$ cat src/detector_map.vh
`ifndef DETECTOR_MAP_VH
`define DETECTOR_MAP_VH
// Clock rate and timing figures
`define CLK_HZ 10000000
`define ENTRY_DELAY_MS 2000
`define PULSE_MS 250
`define EXT_SHORT_MS 2000
`define EXT_MID_MS 5000
`define EXT_LONG_MS 10000
`define LIMITED_MIN_S 300
`define HOLD_MEMORY_MS 4000
`define REF_ADOPT_MS 2000
`define LONG_PRESS_MS 2000
`define FLASH_SLOT_MS 250
`define FREQ_SHOW_MS 3000
// Option switch positions
`define SW_BOOST 0
`define SW_LIMITED 1
`define SW_DELAY 2
`define SW_EXT_LO 3
`define SW_EXT_HI 4
`define SW_BMODE_LO 5
`define SW_BMODE_HI 6
// Output B modes, {sw7, sw6}
`define BMODE_ENTRY 2'b00
`define BMODE_EXIT 2'b10
`define BMODE_DUP 2'b01
`define BMODE_FAULT 2'b11
// Fault codes
`define FAULT_NONE 2'd0
`define OPEN_LOOP_CODE 2'd1
`define SHORTED_LOOP_CODE 2'd2
`define INDUCTANCE_JUMP_CODE 2'd3
// Display glyphs
`define GLYPH_ZERO 7'h3f
`define GLYPH_D 7'h5e
`define GLYPH_E 7'h79
`define GLYPH_F 7'h71
`define GLYPH_DASH 7'h40
`endif

$ cat src/flash_pattern.v
`timescale 1ns/1ps
`default_nettype none
`include "detector_map.vh"
// Emits n flashes then a gap, repeated; n = fault code.
module flash_pattern #(
   parameter SLOT_CYC = 2500000
) (
   input wire clk,
   input wire reset_n,
   input wire ce,
   input wire [1:0] code,
   output reg lit_q
);
   reg [31:0] slot_q;
   reg [3:0] step_q;
   wire slot_end = (slot_q == SLOT_CYC - 1);
   always @(posedge clk or negedge reset_n) begin
      if (!reset_n) begin
         slot_q <= 32'h0;
         step_q <= 4'h0;
         lit_q <= 1'b0;
      end else if (ce) begin
         slot_q <= slot_end ? 32'h0 : slot_q + 32'h1;
         if (slot_end) begin
            step_q <= (step_q == 4'h9) ? 4'h0 : step_q + 4'h1;
         end
         // Even slots light while under code*2; rest of the 10 slots is the gap
         lit_q <= (code != `FAULT_NONE) && !step_q[0] && (step_q < {1'b0, code, 1'b0});
      end
   end
endmodule
`default_nettype wire

$ cat src/loop_detector_output_control.v
// Behaviour
// - Switch 1 boosts sensitivity only while the call is active
// - Switch 2 on limits output A hold to a bounded time
// - Switch 2 off holds output A while vehicle stays
// - Switch 3 on withholds calls until 2 s continuous presence
// - Leaving during the entry delay cancels it, no calls at all
// - Switches 4 and 5 pick 0, 2, 5 or 10 s extension
// - Extension applies only to the presence call: output A, and B in duplicate mode
// - Switches 6 and 7 pick output B mode
// - Output A is always a presence output
// - Entry mode: one 250 ms B pulse per entry from idle; a re-entry during extension gives none
// - Exit mode: one 250 ms B pulse per exit
// - Duplicate mode: B mirrors A
// - Fault mode: B on while a fault is current
// - Reset press or power loss of 4 s or more clears state, retunes, flashes frequency digits
// - A call survives a power loss shorter than 4 s
// - Faults are open, shorted, or inductance jump above 25%
// - Current fault flashes both indicators with its code and shows F on the display
// - Healed fault keeps flashing fault indicator only
// - After inductance jump, adopt new reference after 2 s
// - Reset press stops remembered fault flashing
// - Last fault kept in non-volatile store, shown at power-up
// - Holding reset 2 s shows the stored last fault
// - Single, double, triple flashes for the three fault kinds
`timescale 1ns/1ps
`default_nettype none
`include "detector_map.vh"
module loop_detector_output_control #(
   parameter CLK_HZ = `CLK_HZ,
   parameter LIMITED_HOLD_S = `LIMITED_MIN_S,
   parameter ENTRY_CYC = `ENTRY_DELAY_MS * (`CLK_HZ / 1000),
   parameter PULSE_CYC = `PULSE_MS * (`CLK_HZ / 1000),
   parameter EXT_SHORT_CYC = `EXT_SHORT_MS * (`CLK_HZ / 1000),
   parameter EXT_MID_CYC = `EXT_MID_MS * (`CLK_HZ / 1000),
   parameter EXT_LONG_CYC = `EXT_LONG_MS * (`CLK_HZ / 1000),
   parameter LIMITED_CYC = `LIMITED_MIN_S * `CLK_HZ,
   parameter MEMORY_CYC = `HOLD_MEMORY_MS * (`CLK_HZ / 1000),
   parameter ADOPT_CYC = `REF_ADOPT_MS * (`CLK_HZ / 1000),
   parameter LONG_PRESS_CYC = `LONG_PRESS_MS * (`CLK_HZ / 1000),
   parameter FREQ_SHOW_CYC = `FREQ_SHOW_MS * (`CLK_HZ / 1000),
   parameter SLOT_CYC = `FLASH_SLOT_MS * (`CLK_HZ / 1000)
) (
   input wire CLK,
   input wire RESET_N,
   input wire CE,
   input wire [7:0] OPTION_SW,
   input wire VEHICLE_PRESENT,
   input wire OPEN_LOOP,
   input wire SHORTED_LOOP,
   input wire INDUCTANCE_JUMP,
   input wire RESET_BUTTON,
   input wire POWER_GOOD,
   input wire [1:0] STORED_FAULT,
   output reg CALL_A,
   output reg CALL_B,
   output reg SENS_BOOST,
   output reg RETUNE,
   output reg ADOPT_REFERENCE,
   output reg SHOW_FREQUENCY,
   output reg OUTPUT_LED,
   output reg FAULT_LED,
   output reg [6:0] SEGMENTS,
   output reg [1:0] FAULT_STORE_DATA,
   output reg FAULT_STORE_WRITE
);
   // Call state machine, one-hot
   localparam S_IDLE = 4'b0001;
   localparam S_DELAY = 4'b0010;
   localparam S_CALL = 4'b0100;
   localparam S_EXT = 4'b1000;

   // Pins are asynchronous; two stages each
   reg [6:0] sync1_q;
   reg [6:0] sync2_q;
   always @(posedge CLK or negedge RESET_N) begin
      if (!RESET_N) begin
         sync1_q <= 7'h0;
         sync2_q <= 7'h0;
      end else if (CE) begin
         sync1_q <= {POWER_GOOD, RESET_BUTTON, INDUCTANCE_JUMP, SHORTED_LOOP, OPEN_LOOP,
                     VEHICLE_PRESENT, 1'b0};
         sync2_q <= sync1_q;
      end
   end
   wire veh = sync2_q[1];
   wire f_open = sync2_q[2];
   wire f_short = sync2_q[3];
   wire f_jump = sync2_q[4];
   wire btn = sync2_q[5];
   wire pwr = sync2_q[6];

   // Priority: open beats short beats jump
   function [1:0] fault_code;
      input o, s, j;
      begin
         fault_code = o ? `OPEN_LOOP_CODE : s ? `SHORTED_LOOP_CODE :
                      j ? `INDUCTANCE_JUMP_CODE : `FAULT_NONE;
      end
   endfunction

   function [31:0] ext_cycles;
      input [1:0] sel;
      begin
         case (sel)
            2'b01: ext_cycles = EXT_SHORT_CYC;
            2'b10: ext_cycles = EXT_MID_CYC;
            2'b11: ext_cycles = EXT_LONG_CYC;
            default: ext_cycles = 32'h0;
         endcase
      end
   endfunction

   wire [1:0] cur_fault = fault_code(f_open, f_short, f_jump);
   wire faulted = (cur_fault != `FAULT_NONE);
   wire [1:0] bmode = {OPTION_SW[`SW_BMODE_HI], OPTION_SW[`SW_BMODE_LO]};
   wire [1:0] ext_sel = {OPTION_SW[`SW_EXT_HI], OPTION_SW[`SW_EXT_LO]};

   reg [3:0] state_q;
   reg [31:0] tmr_q;
   reg [31:0] pres_q;
   reg [31:0] pulse_q;
   reg [31:0] outage_q;
   reg [31:0] press_q;
   reg [31:0] adopt_q;
   reg [31:0] show_q;
   reg veh_prev_q;
   reg btn_prev_q;
   reg pwr_prev_q;
   reg timed_out_q;
   reg [1:0] last_fault_q;
   reg [1:0] led_fault_q;
   reg jump_prev_q;
   reg boot_q;

   wire entry = veh && !veh_prev_q;
   wire leave = !veh && veh_prev_q;
   wire short_press = !btn && btn_prev_q && (press_q < LONG_PRESS_CYC);
   wire restored = pwr && !pwr_prev_q;
   // A brief outage keeps the call; a long one clears like reset
   wire clear_all = short_press || (restored && outage_q >= MEMORY_CYC);
   wire long_held = btn && (press_q >= LONG_PRESS_CYC);
   wire call_on = (state_q == S_CALL) || (state_q == S_EXT);

   wire [1:0] pat_code = faulted ? cur_fault : led_fault_q;
   wire pat_lit;
   flash_pattern #(
      .SLOT_CYC(SLOT_CYC)
   ) u_flash (
      .clk(CLK),
      .reset_n(RESET_N),
      .ce(CE),
      .code(pat_code),
      .lit_q(pat_lit)
   );

   always @(posedge CLK or negedge RESET_N) begin
      if (!RESET_N) begin
         state_q <= S_IDLE;
         tmr_q <= 32'h0;
         pres_q <= 32'h0;
         pulse_q <= 32'h0;
         outage_q <= 32'h0;
         press_q <= 32'h0;
         adopt_q <= 32'h0;
         show_q <= 32'h0;
         veh_prev_q <= 1'b0;
         btn_prev_q <= 1'b0;
         pwr_prev_q <= 1'b0;
         timed_out_q <= 1'b0;
         last_fault_q <= `FAULT_NONE;
         led_fault_q <= `FAULT_NONE;
         jump_prev_q <= 1'b0;
         boot_q <= 1'b1;
      end else if (CE) begin
         veh_prev_q <= veh;
         btn_prev_q <= btn;
         pwr_prev_q <= pwr;
         jump_prev_q <= f_jump;
         press_q <= btn ? ((press_q < LONG_PRESS_CYC) ? press_q + 32'h1 : press_q) : 32'h0;
         outage_q <= pwr ? (restored ? outage_q : 32'h0) : outage_q + 32'h1;
         // Non-volatile fault is loaded once after release
         if (boot_q) begin
            boot_q <= 1'b0;
            last_fault_q <= STORED_FAULT;
            led_fault_q <= STORED_FAULT;
         end else if (faulted) begin
            last_fault_q <= cur_fault;
            led_fault_q <= cur_fault;
         end else if (short_press) begin
            led_fault_q <= `FAULT_NONE;
         end else if (long_held) begin
            led_fault_q <= last_fault_q;
         end
         adopt_q <= (f_jump && !jump_prev_q) ? ADOPT_CYC :
                    (adopt_q != 32'h0) ? adopt_q - 32'h1 : 32'h0;
         show_q <= clear_all ? FREQ_SHOW_CYC : (show_q != 32'h0) ? show_q - 32'h1 : 32'h0;
         pulse_q <= (pulse_q != 32'h0) ? pulse_q - 32'h1 : 32'h0;
         if (clear_all || !pwr) begin
            if (clear_all) begin
               state_q <= S_IDLE;
               pulse_q <= 32'h0;
            end
         end else begin
            case (state_q)
               S_IDLE: begin
                  timed_out_q <= timed_out_q && veh;
                  if (veh && !timed_out_q) begin
                     if (OPTION_SW[`SW_DELAY]) begin
                        state_q <= S_DELAY;
                        tmr_q <= 32'h0;
                     end else begin
                        state_q <= S_CALL;
                        pres_q <= 32'h0;
                        if (bmode == `BMODE_ENTRY) pulse_q <= PULSE_CYC;
                     end
                  end
               end
               S_DELAY: begin
                  if (!veh) begin
                     state_q <= S_IDLE;
                  end else if (tmr_q >= ENTRY_CYC - 1) begin
                     state_q <= S_CALL;
                     pres_q <= 32'h0;
                     if (bmode == `BMODE_ENTRY) pulse_q <= PULSE_CYC;
                  end else begin
                     tmr_q <= tmr_q + 32'h1;
                  end
               end
               S_CALL: begin
                  pres_q <= pres_q + 32'h1;
                  if (!veh) begin
                     if (bmode == `BMODE_EXIT) pulse_q <= PULSE_CYC;
                     tmr_q <= ext_cycles(ext_sel);
                     state_q <= (ext_sel != 2'b00) ? S_EXT : S_IDLE;
                  end else if (OPTION_SW[`SW_LIMITED] && pres_q >= LIMITED_CYC - 1) begin
                     state_q <= S_IDLE;
                     timed_out_q <= 1'b1;
                  end
               end
               S_EXT: begin
                  if (veh) begin
                     state_q <= S_CALL;
                     pres_q <= 32'h0;
                  end else if (tmr_q <= 32'h1) begin
                     state_q <= S_IDLE;
                  end else begin
                     tmr_q <= tmr_q - 32'h1;
                  end
               end
               default: state_q <= S_IDLE;
            endcase
         end
      end
   end

   // Outputs registered; call frozen during outage keeps memory
   always @(posedge CLK or negedge RESET_N) begin
      if (!RESET_N) begin
         CALL_A <= 1'b0;
         CALL_B <= 1'b0;
         SENS_BOOST <= 1'b0;
         RETUNE <= 1'b0;
         ADOPT_REFERENCE <= 1'b0;
         SHOW_FREQUENCY <= 1'b0;
         OUTPUT_LED <= 1'b0;
         FAULT_LED <= 1'b0;
         SEGMENTS <= `GLYPH_ZERO;
         FAULT_STORE_DATA <= `FAULT_NONE;
         FAULT_STORE_WRITE <= 1'b0;
      end else if (CE) begin
         CALL_A <= call_on;
         case (bmode)
            `BMODE_DUP: CALL_B <= call_on;
            `BMODE_FAULT: CALL_B <= faulted;
            default: CALL_B <= (pulse_q != 32'h0);
         endcase
         SENS_BOOST <= OPTION_SW[`SW_BOOST] && call_on;
         RETUNE <= clear_all;
         ADOPT_REFERENCE <= (adopt_q == 32'h1);
         SHOW_FREQUENCY <= (show_q != 32'h0) && show_q[21];
         FAULT_STORE_DATA <= cur_fault;
         FAULT_STORE_WRITE <= faulted && (cur_fault != last_fault_q);
         FAULT_LED <= pat_lit;
         if (faulted) begin
            OUTPUT_LED <= pat_lit;
            SEGMENTS <= `GLYPH_F;
         end else begin
            OUTPUT_LED <= call_on;
            SEGMENTS <= (state_q == S_DELAY) ? `GLYPH_D :
                        (state_q == S_EXT) ? `GLYPH_E :
                        call_on ? `GLYPH_DASH : `GLYPH_ZERO;
         end
      end
   end
endmodule
`default_nettype wire

$ cat config.mk
export PLATFORM = sky130hd
export DESIGN_NAME = loop_detector_output_control
export DESIGN_NICKNAME = d
export VERILOG_FILES = /design/src/flash_pattern.v /design/src/loop_detector_output_control.v
export VERILOG_INCLUDE_DIRS = /design/src
export SDC_FILE = /design/constraint.sdc
export NUM_CORES = 1
export LEC_CHECK = 0
export BUFFER_PORTS_ARGS = -buffer_cell sky130_fd_sc_hd__buf_2
export CAP_MARGIN = 20
export CORE_UTILIZATION = 60
export DETAILED_ROUTE_END_ITERATION = 7
export PLACE_DENSITY = 0.77
export SETUP_SLACK_MARGIN = 0.5
export SKIP_CTS_REPAIR_TIMING = 1
export SLEW_MARGIN = 5
export SYNTH_ARGS = -nofsm -noshare
export SYNTH_HDL_FRONTEND = slang
export SYNTH_SLANG_ARGS = --single-unit
$ cat constraint.sdc
create_clock -name CLK -period 3.04 [get_ports CLK]
set_input_delay 0.304 -clock CLK [delete_from_list [all_inputs] [get_ports CLK]]
set_output_delay 0.304 -clock CLK [all_outputs]
set_load 0.02 [all_outputs]
Word level (Yosys, flattened, before mapping)
Index checks and enable logic that the tools add are counted.
{"block": "totals", "ff_bits": 304, "latch_bits": 0, "mem_bits_rw": 0, "mem_bits_ro": 0, "in_bits": 19, "output_inout_bits": 18, "word_cells": 192, "memories": 0}
{"block": "classes", "n_addsub": 10, "mul": 0, "div": 0, "order_cmp": 7, "eq_ne": 33, "n_shift": 0, "mux": 67, "bitwise_logic": 1, "n_reduce_logical": 43}
{"operator": "two-way mux 32 bit", "n": 31}
{"operator": "one-hot mux 32 bit (4 select lines)", "n": 2}
{"operator": "adder 32 x 1 -> 32 bit (second input constant)", "n": 5}
{"operator": "subtractor 32 x 1 -> 32 bit (second input constant)", "n": 4}
{"operator": "one-hot mux 32 bit (3 select lines)", "n": 1}
{"operator": "nonzero test 32 bit", "n": 3}
{"operator": "one-hot mux 27 bit (3 select lines)", "n": 1}
{"operator": "greater-or-equal comparator 32 x 25 -> 1 bit (second input constant)", "n": 2}
{"operator": "two-way mux 4 bit", "n": 11}
{"operator": "== test 32 x 1 -> 1 bit (second input constant)", "n": 1}
{"operator": "== test 32 x 22 -> 1 bit (second input constant)", "n": 1}
{"operator": "greater-or-equal comparator 32 x 26 -> 1 bit (second input constant)", "n": 1}
{"operator": "greater-or-equal comparator 32 bit (second input constant)", "n": 1}
{"operator": "<= comparator 32 x 1 -> 1 bit (second input constant)", "n": 1}
{"operator": "< comparator 32 x 25 -> 1 bit (second input constant)", "n": 1}
{"operator": "two-way mux 7 bit", "n": 4}
{"operator": "inequality test 2 bit (second input constant)", "n": 13}
{"operator": "two-way mux 2 bit", "n": 10}
{"operator": "one-hot mux 4 bit (4 select lines)", "n": 1}
{"operator": "logical AND 1 bit", "n": 14}
{"operator": "AND reduction 10 bit", "n": 1}
{"operator": "AND reduction 2 bit", "n": 5}
{"operator": "nonzero test 2 bit", "n": 5}
{"operator": "== test 2 bit (second input constant)", "n": 4}
{"operator": "23 further kinds", "n": 38}

Longest topological paths before layout
{"block": "logic_depth", "word_depth": 8, "ltp_mapped": 11}

Hierarchy
A second synthesis with hierarchy kept.
{"block": "unflattened", "hier_cells": 1889, "hier_area_um2": 16871.2}
{"module": "loop_detector_output_control", "instances": 1, "cells_per_inst": 1712, "area_each_um2": 14940.6}
{"module": "flash_pattern", "instances": 1, "cells_per_inst": 177, "area_each_um2": 1930.6}

Worst setup path before layout
OpenSTA, ideal clock, no wires.
{"block": "synth_path", "path_kind": "register to register", "start": "reg state_q[0]", "end": "reg pulse_q[29]", "setup_time_ns": 0.122, "arrival_time_ns": 2.544, "required_time_ns": 2.918, "path_slack_ns": 0.375, "path_stages_with_launch": 12, "period_less_slack_ns": 2.665, "path_cell_list": "dfstp_2 > buf_4 > or4b_1 > buf_2 > nor3_4 > a21oi_2 > a221o_1 > a21oi_2 > or2_4 > buf_6 > o21ai_0 > a32o_1"}
{"block": "synth_via", "elab_chain_cells": 3}
{"element": "start, declared", "line_no": "loop_detector_output_control.v:118", "text": "reg [3:0] state_q;"}
{"element": "start signal, assigned", "line_no": "loop_detector_output_control.v:234", "text": "state_q <= (ext_sel != 2'b00) ? S_EXT : S_IDLE;"}
{"element": "== test 4 x 3 -> 1 bit (tied with other cells)", "line_no": "loop_detector_output_control.v:204", "text": "case (state_q)"}
{"element": "one-hot mux 32 bit (3 select lines) *", "line_no": "loop_detector_output_control.v:204"}
{"element": "two-way mux 32 bit *", "line_no": "loop_detector_output_control.v:198", "text": "if (clear_all || !pwr) begin"}
{"element": "end signal, assigned", "line_no": "loop_detector_output_control.v:197", "text": "pulse_q <= (pulse_q != 32'h0) ? pulse_q - 32'h1 : 32'h0;"}
{"element": "end, declared", "line_no": "loop_detector_output_control.v:121", "text": "reg [31:0] pulse_q;"}
Every way passes the cells marked *; elsewhere a longest branch is shown, timed or not.
A chain may end at the register's enable or synchronous reset.

Final worst setup path
{"block": "layout_path", "start": "reg pulse_q[16]", "end": "reg pulse_q[11]"}
{"block": "layout_via", "elab_chain_cells": 7}
{"element": "nonzero test 32 bit *", "line_no": "loop_detector_output_control.v:197"}
{"element": "two-way mux 32 bit *", "line_no": "loop_detector_output_control.v:197"}
{"element": "two-way mux 32 bit", "line_no": "loop_detector_output_control.v:214, loop_detector_output_control.v:224"}
{"element": "two-way mux 32 bit, on equally long branches", "line_no": "loop_detector_output_control.v:221, loop_detector_output_control.v:208"}
{"element": "two-way mux 32 bit, on equally long branches", "line_no": "loop_detector_output_control.v:219, loop_detector_output_control.v:207"}
{"element": "one-hot mux 32 bit (3 select lines)", "line_no": "loop_detector_output_control.v:204"}
{"element": "two-way mux 32 bit *", "line_no": "loop_detector_output_control.v:198"}
Marks and branches as above.

==> run_results.csv <==
group,metric,value,unit
run_status,status,"finished clean",
floorplanning,coreArea,0.0277,mm^2
drt,detailedRoute.firstPassIterationCount,6,
final_layout,multi_input_comb_area,0.00972,mm^2
power_and_ir_drop,proportion_of_power_drawn_by_the_clock_network,0.329,
worst_hold_path,hold_path.class,"in -> reg",
critical_path,startpoint,"pulse_q[16]$_DFFE_PN0P_",
logic_synthesis,synth_commonest_cells,"dfrtp_1 (296), nor2_1 (254), o21ai_0 (190)",
power_and_ir_drop,ir_worst_vdd,0.422,mV
logic_synthesis,yosysMostFrequentCell,"dfrtp_1",
timing,layout_min_cycle_time,2810,ps
job,max_cap_violations,0,
logic_synthesis,yosys_warnings,0,
power_and_ir_drop,power.share.sequential,0.395,
final_layout,finalNetCount,2077,
logic_synthesis,synth-seq-area-share,0.449,
timing,timing.final.hold_violations,0,
timing,timing.fmax,355,MHz
logic_synthesis,synth.lib_cells_used.distinct,94,
logic_synthesis,synth_fp_nets,1952,
floorplanning,floorplan.die.height,170,um
final_layout,register_area,0.00758,mm^2
cts,clockBufferDepth,3,
logic_synthesis,synth_top_cell_area_share,0.439,
critical_path,worstPathArrival,3220,ps
logic_synthesis,postSynthCellCount,1917,
drt,detail_route.iter0.violations,1372,
logic_synthesis,synth_area_leader_cell,"dfrtp_1",
global_route,antenna_found_initial,2,
worst_hold_path,worstHoldEndpoint,"sync1_q[1]$_DFFE_PN0P_",
logic_synthesis,synth.ff_latch_count,302,
cts,numCtsBuffers,35,
timing,rsz_0062_raised_after_global_routing,"true",
place,detailedPlacementHpwl,26.7,mm
floorplanning,floorplan.initialDensity,0.609,
power_and_ir_drop,p_per_area,618,mW/mm^2
cts,tritoncts_num_sinks,302,
drt,detail_route.wl_per_cell,18.4,um
critical_path,timing.critical_path.to_type,"register",
critical_path,timing.critical_path.required,3450,ps
power_and_ir_drop,switchingPower,0.00424,W
place,gp_congestion,0.884,
place,quantity_of_i_o_buffers_inserted_on_ports,35,
critical_path,critical_path.reg2reg.startpoint,"pulse_q[16]$_DFFE_PN0P_",
floorplanning,boundaryPins,37,
final_layout,layout-drive-gt1-share,0.238,
logic_synthesis,synth_enable_flop_cells,0,
critical_path,timing_worst_setup_path_type,"reg -> reg",
power_and_ir_drop,p_int,0.00854,W
drt,vias,15700,
power_and_ir_drop,power_leakage,8.68,nW
worst_hold_path,hold_path_depth,2,
critical_path,cp_max_fo,9,
global_route,grt_pass1_wl,67.8,mm
logic_synthesis,post_synth.cell_area_avg,8.80,um^2
cts,htree_levels,2,
timing,fin_crit_sh,0.926,
timing,setup_tns,0,ps
global_route,grt_usage,0.283,
timing,slew_viol_final,0,
critical_path,r2r_end,"pulse_q[11]$_DFFE_PN0P_",
timing,fin_skew,12.4,ps
final_layout,fin_util,0.747,
timing,max-slew-margin-rel,0.432,
power_and_ir_drop,power,0.0128,W
drt,drt-vias-per-instance,6.41,
logic_synthesis,async_reset_ff_frac,1.00,
cts,worst_skew_pair.late_latency,520,ps
critical_path,r2r_setup_slack,230,ps
critical_path,start_kind,"register",
cts,root_buffer,"clkbuf_16",
cts,clock_tree_from_tritoncts,"done",
logic_synthesis,postSynth.topFlopCell,"dfrtp_1",
power_and_ir_drop,comb_power_share,0.276,
drt,drt.antenna.violating_nets,0,
timing,timing.final.setup_violations,0,
floorplanning,fp.dieW,170,um
final_layout,syn2layout_area_growth,22.7,%
power_and_ir_drop,switching_share,0.332,
cts,clkTransAtPathRegs,60,ps
critical_path,worst-r2r-cell-count,8,
timing,worst_pin_slew,851,ps
worst_hold_path,timing.hold.worst.start,"VEHICLE_PRESENT",
final_layout,num-fill-cells,1921,
drt,drc,0,
global_route,number_of_global_route_vias_before_repair,14100,
logic_synthesis,synthTopCellsByArea,"dfrtp_1 (44%), nor2_1 (5.7%), o21ai_0 (5.6%), nand2_1 (4.1%), xor2_1 (3.2%)",
global_route,largest_net_degree_at_the_start_of_global_routing,106,
logic_synthesis,synthesis.area,0.0169,mm^2
global_route,globalRouteOverflowTotal,0,
floorplanning,design.die.area,0.0288,mm^2
floorplanning,floorplan.rows,61,
drt,route.final.wire_length,45.0,mm
## layer usage
metal / vias to the layer above / share of wire / GRT usage
li1: 7171 / - / -
met1: 7689 / 0.41 / 0.390
met2: 692 / 0.49 / 0.462
met3: 120 / 0.071 / 0.0431
met4: 2 / 0.026 / 0.0850
met5: - / 0.00018 / 0
## flip-flops by register name, summed over array words and instances, names as in the netlist, 32 cells and up
name            cells
adopt_q            32
outage_q           32
pres_q             32
press_q            32
pulse_q            32
show_q             32
tmr_q              32
u_flash.slot_q     32
## worst max-delay path: stages (launching register included)
cell and delay (ps):
dfrtp_1 410, or4_4 540, or4_4 560, nor3_4 290, nand4bb_4 180, nand3_4 160, or2_4 190, nor2_4 80
a32o_1 280
## worst max path at each step
stage,endpoint,depth (start not counted)
floorplan,pulse_q[29]$_DFFE_PN0P_,11
global placement,tmr_q[30]$_DFFE_PN0P_,8
detailed placement,tmr_q[30]$_DFFE_PN0P_,8
CTS,show_q[27]$_DFFE_PN0P_,8
global route,pulse_q[29]$_DFFE_PN0P_,8
finish,pulse_q[11]$_DFFE_PN0P_,8
## kinds of logic after synthesis
group | Yosys count | synth area share
flip-flops | 302 | 0.449
adder cells (fa/ha/maj) | 16 | 0.0119
multiplexers | 22 | 0.0141
AND/OR/NAND/NOR | 863 | 0.263
buffers and inverters | 135 | 0.0343
XOR/XNOR | 112 | 0.0582
AO/OA/AOI/OAI | 467 | 0.170
## layout make-up
type                            count  area share
Clock buffer                       52      0.0479
Timing Repair Buffer              177      0.0788
Multi-Input combinational cell   1485       0.470
Tap cell                          378      0.0229
Sequential cell                   302       0.366
Clock inverter                     10     0.00695
Antenna cell                        1    0.000121
Inverter                           41     0.00744
## power by group through the flow
| stage | sequential [W] | clock, W | combinational (W) |
|---|---|---|---|
| 2_1_floorplan | 0.00491 | 0 | 0.00210 |
| 3_3_place_gp | 0.00503 | 0 | 0.00268 |
| 3_5_place_dp | 0.00505 | 0 | 0.00276 |
| 4_1_cts | 0.00499 | 0.00425 | 0.00278 |
| 5_1_grt | 0.00511 | 0.00443 | 0.00382 |
| 6_report | 0.00505 | 0.00420 | 0.00353 |
## metrics by stage
step                cell area, um^2  setup WS, ps  hold slack, ps  cells
floorplan                     16900           389            8.41   1917
global placement              17700           211             433   2302
detailed placement            17700           153             432   2302
CTS                           18800          76.2            -112   2364
global route                  20700           150            9.89   2445
finish                        20700           225            17.5   2446
## cells in the final DEF, fill, tap and decap left out, types with 51 or more instances in the layout
master and n:
dfrtp_1 285, xor2_1 61, nand2_1 177, nor3_1 53, buf_4 95, a21oi_1 72, o21ai_0 81, nand3_1 77
o21ai_2 61, xnor2_1 51, nor2_1 227
Note: power is estimated with default switching activity, not from simulation.
